`config.mk`:
```
export PLATFORM = sky130hd
export DESIGN_NAME = dacpl_host
export DESIGN_NICKNAME = d
export VERILOG_FILES = /design/src/inc/dacpl_pkg.sv /design/src/design/dacpl_timer.sv /design/src/design/dacpl_host.sv
export SDC_FILE = /design/constraint.sdc
export NUM_CORES = 1
export LEC_CHECK = 0
export BUFFER_PORTS_ARGS = -buffer_cell sky130_fd_sc_hd__clkbuf_2
export CORE_UTILIZATION = 44
export CTS_CLUSTER_SIZE = 30
export DETAILED_ROUTE_END_ITERATION = 7
export GPL_TIMING_DRIVEN = 0
export PLACE_DENSITY = 0.68
export SYNTH_ARGS = -nofsm -noshare
export SYNTH_HDL_FRONTEND = slang
export SYNTH_SLANG_ARGS = --single-unit
```
`constraint.sdc`:
```
create_clock -name mclk -period 2.45 [get_ports mclk]
set_clock_uncertainty 0.05 [all_clocks]
set_input_delay 0.49 -clock mclk [delete_from_list [all_inputs] [get_ports mclk]]
set_output_delay 0.49 -clock mclk [all_outputs]
set_load 0.05 [all_outputs]
```
`src/inc/dacpl_pkg.sv`:
```
// Shared types and constants of the converter load port controller
package dacpl_pkg;

	// Word width of the converter load port and width of the phase timer
	localparam int DATA_W     = 12;
	localparam int CNT_W      = 8;

	// Clock rate and strobe timing
	localparam int CLK_HZ     = 20_000_000;
	localparam int CLK_NS     = 1_000_000_000 / CLK_HZ;
	localparam int T_SETUP_NS = 50;
	localparam int T_LOW_NS   = 100;
	localparam int T_HOLD_NS  = 50;
	localparam int T_TURN_NS  = 50;
	localparam int SETUP_CYC  = (T_SETUP_NS + CLK_NS - 1) / CLK_NS;
	localparam int LOW_CYC    = (T_LOW_NS + CLK_NS - 1) / CLK_NS;
	localparam int HOLD_CYC   = (T_HOLD_NS + CLK_NS - 1) / CLK_NS;
	localparam int TURN_CYC   = (T_TURN_NS + CLK_NS - 1) / CLK_NS;

	// Reset values
	localparam logic [DATA_W-1:0] DATA_RST = 12'h000;
	localparam logic [CNT_W-1:0]  CNT_RST  = 8'h00;

	// User request towards the controller
	typedef struct packed {
		logic              valid;
		logic              wr;
		logic [DATA_W-1:0] data;
	} dacpl_req_t;

	// Pin drive towards the converter
	typedef struct packed {
		logic              cs_n;
		logic              rw;
		logic [DATA_W-1:0] db_out;
		logic              db_oe;
	} dacpl_pins_t;

	localparam dacpl_pins_t PINS_RST = '{cs_n: 1'b1, rw: 1'b1,
		db_out: DATA_RST, db_oe: 1'b0};

	// Sequencer states
	typedef enum logic [2:0] {
		DACPL_IDLE,
		DACPL_W_SETUP,
		DACPL_W_LOW,
		DACPL_W_HOLD,
		DACPL_R_SETUP,
		DACPL_R_LOW,
		DACPL_R_TURN
	} dacpl_state_t;

endpackage : dacpl_pkg

```
`src/design/dacpl_timer.sv`:
```
// Loadable down counter that paces the strobe phases
module dacpl_timer #(
	parameter int W = 8
) (
	// Clock, reset and enable
	input  wire logic         mclk,
	input  wire logic         rst,
	input  wire logic         ce,
	// Load and status
	input  wire logic         load,
	input  wire logic [W-1:0] load_val,
	output logic              zero
);

	typedef struct packed {
		logic [W-1:0] count;
	} dacpl_tmr_t;

	dacpl_tmr_t tmr;
	dacpl_tmr_t next_tmr;

	// Load or count down to zero and stay there
	always_comb begin
		next_tmr = tmr;
		if (load) begin
			next_tmr.count = load_val;
		end else if (tmr.count != '0) begin
			next_tmr.count = tmr.count - W'(1);
		end
	end

	// State register, frozen while the enable is low
	always_ff @(posedge mclk) begin
		if (rst) begin
			tmr <= '0;
		end else if (ce) begin
			tmr <= next_tmr;
		end
	end

	assign zero = (tmr.count == '0);

endmodule : dacpl_timer

```
`src/design/dacpl_host.sv`:
```
// Controller that writes and reads back a parallel-load converter port
// Functional notes
// - Every load moves one full 12-bit word
// - Write: select and direction low, data driven
// - Each write needs falling then rising select
// - Read: direction high, select low, sample bus
module dacpl_host
	import dacpl_pkg::*;
#(
	parameter int SETUP_N = dacpl_pkg::SETUP_CYC,
	parameter int LOW_N   = dacpl_pkg::LOW_CYC,
	parameter int HOLD_N  = dacpl_pkg::HOLD_CYC,
	parameter int TURN_N  = dacpl_pkg::TURN_CYC
) (
	// Clock, reset and enable
	input  wire logic                         mclk,
	input  wire logic                         rst,
	input  wire logic                         ce,
	// User request side
	input  wire dacpl_pkg::dacpl_req_t        req,
	output logic                              req_ready,
	output logic                              rsp_valid,
	output logic [dacpl_pkg::DATA_W-1:0]      rsp_data,
	// Converter pins
	output dacpl_pkg::dacpl_pins_t            pins,
	input  wire logic [dacpl_pkg::DATA_W-1:0] db_in
);

	import dacpl_pkg::*;

	// Whole state of the controller
	typedef struct packed {
		dacpl_state_t      st;
		dacpl_pins_t       pins;
		logic              req_ready;
		logic              rsp_valid;
		logic [DATA_W-1:0] rsp_data;
	} dacpl_host_t;

	dacpl_host_t       s;
	dacpl_host_t       next_s;
	logic              tmr_load;
	logic [CNT_W-1:0]  tmr_val;
	logic              tmr_zero;
	logic              accept;

	// A request is taken only from the idle state
	assign accept = req.valid && s.req_ready && (s.st == DACPL_IDLE);

	// Phase timer shared by all strobe phases
	dacpl_timer #(
		.W        (CNT_W)
	) u_timer (
		.mclk     (mclk),
		.rst      (rst),
		.ce       (ce),
		.load     (tmr_load),
		.load_val (tmr_val),
		.zero     (tmr_zero)
	);

	// Sequencer for write and read strobes
	always_comb begin
		next_s = s;
		next_s.rsp_valid = 1'b0;
		tmr_load = 1'b0;
		tmr_val = CNT_RST;
		case (s.st)
			DACPL_IDLE: begin
				if (!s.req_ready) begin
					// First enabled cycle after reset opens the port
					next_s.req_ready = 1'b1;
				end else if (accept && req.wr) begin
					// Whole word presented at once, select still high
					next_s.pins.db_out = req.data;
					next_s.pins.db_oe = 1'b1;
					next_s.pins.rw = 1'b0;
					next_s.req_ready = 1'b0;
					next_s.st = DACPL_W_SETUP;
					tmr_load = 1'b1;
					tmr_val = CNT_W'(SETUP_N - 1);
				end else if (accept) begin
					// Bus released in the same cycle that direction turns to read
					next_s.pins.db_oe = 1'b0;
					next_s.pins.rw = 1'b1;
					next_s.req_ready = 1'b0;
					next_s.st = DACPL_R_SETUP;
					tmr_load = 1'b1;
					tmr_val = CNT_W'(TURN_N - 1);
				end
			end
			DACPL_W_SETUP: begin
				if (tmr_zero) begin
					next_s.pins.cs_n = 1'b0;
					next_s.st = DACPL_W_LOW;
					tmr_load = 1'b1;
					tmr_val = CNT_W'(LOW_N - 1);
				end
			end
			DACPL_W_LOW: begin
				if (tmr_zero) begin
					// Rising select loads the converter; data still held
					next_s.pins.cs_n = 1'b1;
					next_s.st = DACPL_W_HOLD;
					tmr_load = 1'b1;
					tmr_val = CNT_W'(HOLD_N - 1);
				end
			end
			DACPL_W_HOLD: begin
				if (tmr_zero) begin
					next_s.pins.db_oe = 1'b0;
					next_s.pins.rw = 1'b1;
					next_s.rsp_valid = 1'b1;
					next_s.rsp_data = s.pins.db_out;
					next_s.req_ready = 1'b1;
					next_s.st = DACPL_IDLE;
				end
			end
			DACPL_R_SETUP: begin
				if (tmr_zero) begin
					next_s.pins.cs_n = 1'b0;
					next_s.st = DACPL_R_LOW;
					tmr_load = 1'b1;
					tmr_val = CNT_W'(LOW_N - 1);
				end
			end
			DACPL_R_LOW: begin
				if (tmr_zero) begin
					// Sample the read-back word as select rises
					next_s.rsp_data = db_in;
					next_s.rsp_valid = 1'b1;
					next_s.pins.cs_n = 1'b1;
					next_s.st = DACPL_R_TURN;
					tmr_load = 1'b1;
					tmr_val = CNT_W'(TURN_N - 1);
				end
			end
			DACPL_R_TURN: begin
				// Device lets go of the bus before the next drive
				if (tmr_zero) begin
					next_s.req_ready = 1'b1;
					next_s.st = DACPL_IDLE;
				end
			end
			default: begin
				next_s.st = DACPL_IDLE;
				next_s.pins = PINS_RST;
				next_s.req_ready = 1'b1;
			end
		endcase
	end

	// State register, frozen while the enable is low
	always_ff @(posedge mclk) begin
		if (rst) begin
			s.st <= DACPL_IDLE;
			s.pins <= PINS_RST;
			s.req_ready <= 1'b0;
			s.rsp_valid <= 1'b0;
			s.rsp_data <= DATA_RST;
		end else if (ce) begin
			s <= next_s;
		end
	end

	// Outputs straight from the state register
	assign pins = s.pins;
	assign req_ready = s.req_ready;
	assign rsp_valid = s.rsp_valid;
	assign rsp_data = s.rsp_data;

	// Bounds for the strobe checks
	localparam int A_FALL_MAX = 32;
	localparam int A_RISE_MAX = 64;
endmodule : dacpl_host

```
# Word level (Yosys, flattened, before mapping)
# Cells that the tools add are included.
# W data, S select, Z words.
# classes
bitwise_logic,4
n_reduce_logical,21
eq_ne,16
muxes,34
n_addsub,1
# op_table
op,count
$pmux W13 S2,1
$pmux W12 S2,1
$pmux W3 S6,1
$mux W4,4
$mux W8,2
$mux W15,1
$mux W14,1
$ne A2 B2 Y1 const B,7
$mux W13,1
$mux W12,1
$mux W3,4
$reduce_and A4 Y1,3
$mux W1,10
$eq A3 B3 Y1 const B,3
$logic_not A8 Y1,1
$reduce_and A8 Y1,1
$reduce_bool A8 Y1,1
$sub A8 B1 Y8 const B,1
$eq A3 B2 Y1 const B,2
$pmux W1 S3,2
$reduce_and A6 Y1,1
$reduce_or A6 Y1,1
$pmux W1 S5,1
$reduce_and A5 Y1,1
other kinds (15),24
# totals
register_bits,40
output_inout_bits,29

# Depth between registers and ports, before layout
# depth
ltp_word,8
mapped_depth,7

# By module
# A second synthesis with hierarchy kept.
# unflattened
cells_unflattened,284
hier_area_um2,2397.3
# modules_own_cells
mod,area_each_um2,cells_per_inst,n_inst
dacpl_host,1865.5,211,1
dacpl_timer,531.8,73,1

# Worst setup path before layout
# No wires, ideal clock.
# synth_path
path_type,flip-flop to flip-flop
from,register u_timer.tmr[0] in the netlist's numbering
to,register u_timer.tmr[1] in the netlist's numbering
path_stages_with_launch,7
t_required_ns,2.264
n_path_buf,0
synth_period_minus_slack_ns,2.065
setup_time_ns,0.136
slack_ns,0.385
arrival_time_ns,1.880
path_cell_list,dfxtp_1 > inv_1 > ha_1 > or4b_4 > or4_1 > a21oi_2 > a2111oi_1
# synth_via
elab_chain_cells,5
# synth_lines
element,line,rtl
from (decl),dacpl_timer.sv:19,dacpl_tmr_t tmr;
from (signal assigned),dacpl_timer.sv:37,tmr <= next_tmr;
"parallel branches: the longest is 5 deep, another holds $sub A8 B1 Y8",-,
# Parallel ways; which one is timed is not known. The select of a mux whose other input is x is not followed.
# A chain may end at the register's enable or synchronous reset.

# Worst setup path after layout
# Same ends and word-level chain as after synthesis.

==> impl_metrics.ini <==
[synthesis]
ys_async_sr_fraction = 0
synth_edf_count = 0
syn-cell-area_um2 = 2280
yosysWarnings = 0
synth_nets = 310
ys.flop_type = dfxtp_1
synth_seq_area_share = 0.351
syn_avg_cell_area_um2 = 8.18
ys_ff_latch = 40
ys_types = 51
synth_cells = 279

[place]
dp_cells = 402
hpwlAfterDp_mm = 4.00
port_buffers = 56
place_area_um2 = 2650
place_congestion = 0.874

[global_routing]
grt_pass1_wl_mm = 9.00
antenna_found_initial = 0
use_met3 = 0.0393
grtUsageMet2 = 0.329
grt_pass1_vias = 1919
use_met1 = 0.299
grt_use_total = 0.212
top_usage_layer = met2
grt_start_max_net_pins = 13
grt_overflow = 0

[clocking]
clk_pin_slew_worst_paths_ps = 80
cts_made_buffers = 5
cts_buffer_depth = 2
post_cts_buffers = 0
h-tree-depth = 2
cts-root-buf = clkbuf_8
clock_latency_ps = 300
cts_hold_buf = 0
cts_resized = 0
cts_tree = built
clkSinkCount = 40

[detailed_routing]
wl_per_cell_um = 13.3
drtIter0Drc = 157
vias_per_cell = 5.20
postRouteAntennaNets = 0
num_vias = 2128
dr.pass1.iters = 4
drc = 0
routed_wl_mm = 5.44

[timing]
finalSetupTns_ps = 0
final_max_slew_viol_count = 0
tightest_slew_ps = 879
min_period_ps = 2340
hold_slack_ps = 367
post-route-period-util = 0.957
rsz0062_at_grt = false
max_slew_margin = 0.399
timing.fmax_ghz = 0.427
setup_viol = 0
hold_viol_final = 0

[power]
peakVddDrop_v = 0.000461
power.internal_uw = 1600
p_leak_uw = 0.00118
seqPwrFrac = 0.302
sw_frac_of_total = 0.396
cellPowerDensity_nw_per_um2 = 955
p_total_uw = 2650
power_switching_uw = 1050
clkPwrFrac = 0.242
pwr-share-comb = 0.456

[worst_setup_path]
path_buf_inv = 1
crit_family = simple AND/OR/NAND/NOR gates
cp_cell_sequence = inv_1, ha_1, or4b_4, or4_1, a21oi_2, a2111oi_1
cp.arrival_ps = 2450
slowest_stage = or4b_4
required_ps = 2550
start_kind = flip-flop
path_max_fanout = 7
max_stage_delay_ps = 520
worstSetupPathType = reg -> reg
cp-end-kind = flip-flop

[die]
die_h_um = 74.0
initial_utilization = 0.471
ios = 58
dieArea_um2 = 5480
rows = 25
die_w_um = 74.0
core-area_um2 = 4850

[cells_and_area]
mostFrequentLayoutCells = 56 x clkbuf_2, 48 x nand2_1, 40 x dfxtp_1, 27 x buf_4
diodes = 0
drive_above_1_share = 0.307
fin_cells = 409
final_area_um2 = 2780
area_growth_syn_to_layout_pct = 21.6
final_common_cell = clkbuf_2
finalNetCount = 373

[status]
status = completed

[flow_run]
drv_cap = 0

[worst_hold_path]
hp-class = in -> reg
-- power groups by stage --
stage,Combinational (uW),Clock (uW),Sequential [uW]
4_1_cts,1190,645,798
3_5_place_dp,1180,0,812
2_1_floorplan,926,0,816
5_1_grt,1330,668,815
3_3_place_gp,1180,0,812
6_report,1210,642,802
-- worst min-delay path, delay by kind of cell --
kind          cells  cell delay [ps]
buf+inv           1               80
mux               1               50
simple gates      1               50
-- sequential cells by signal, indices dropped and copies added, names as in the netlist --
name,count
pins,15
req_ready,1
rsp_data,12
rsp_valid,1
s,3
u_timer.tmr,8
-- Yosys cell counts, types with 2 or more instances --
| cell type | n | area [um2] |
|---|---|---|
| a211oi_1 | 5 | 37.5 |
| a21oi_1 | 15 | 75.1 |
| a22o_1 | 12 | 105 |
| a311oi_1 | 2 | 17.5 |
| a31oi_1 | 3 | 18.8 |
| buf_2 | 5 | 25.0 |
| buf_4 | 27 | 203 |
| clkbuf_1 | 14 | 52.6 |
| dfxtp_1 | 40 | 801 |
| ha_1 | 2 | 25.0 |
| inv_1 | 7 | 26.3 |
| mux2i_1 | 13 | 130 |
| nand2_1 | 48 | 180 |
| nand2b_1 | 2 | 12.5 |
| nand3_1 | 15 | 75.1 |
| nor2_1 | 9 | 33.8 |
| nor2b_1 | 3 | 18.8 |
| nor3_1 | 3 | 15.0 |
| o211ai_1 | 2 | 15.0 |
| o21a_1 | 2 | 15.0 |
| o21ai_0 | 8 | 40.0 |
| o221a_2 | 2 | 22.5 |
| o31ai_1 | 3 | 22.5 |
| or3_1 | 5 | 31.3 |
| or4_1 | 5 | 37.5 |
| xnor2_1 | 2 | 17.5 |
-- area by class of cell --
| cell class | count | area (um2) |
|---|---|---|
| Timing Repair Buffer | 56 | 280 |
| Tap cell | 67 | 83.8 |
| Multi-Input combinational cell | 186 | 1180 |
| Inverter | 7 | 26.3 |
| Fill cell | 468 | 2070 |
| Clock buffer | 5 | 68.8 |
| Buffer | 46 | 280 |
| Sequential cell | 40 | 801 |
| Clock inverter | 2 | 60.1 |
-- per-stage QoR --
stage,utilization,setup WS (ps)
floorplan,-,385
global placement,0.546,150
detailed placement,0.546,140
CTS,0.573,117
global route,0.573,8.98
finish,0.573,106
-- layer usage --
layer	wire length [um]	part of all wire	up-vias
met4	47	0.0086	0
met1	2650	0.49	970
met5	0	0	-
met3	278	0.051	5
li1	-	-	1096
met2	2460	0.45	57
-- worst paths after layout --
| path | startpoint | slack (ps) | to | cells after the start |
|---|---|---|---|---|
| worst max-delay path | u_timer.tmr[0] | 110 | u_timer.tmr[1] | 6 |
| worst min-delay path | req[4] | 370 | pins[5] | 3 |
| worst max register to register | u_timer.tmr[0] | 110 | u_timer.tmr[1] | 6 |
| worst min register to register | rsp_data[9] | 410 | rsp_data[9] | 2 |
-- logic make-up after synthesis --
family	count (synthesis)	share of synthesized area
xor+xnor	2	0.00767
simple gates	102	0.224
compound gates	66	0.210
fa+ha+maj	2	0.0110
buf+inv	53	0.134
mux	14	0.0619
flops	40	0.351
Power figures use the tool's default switching activity.
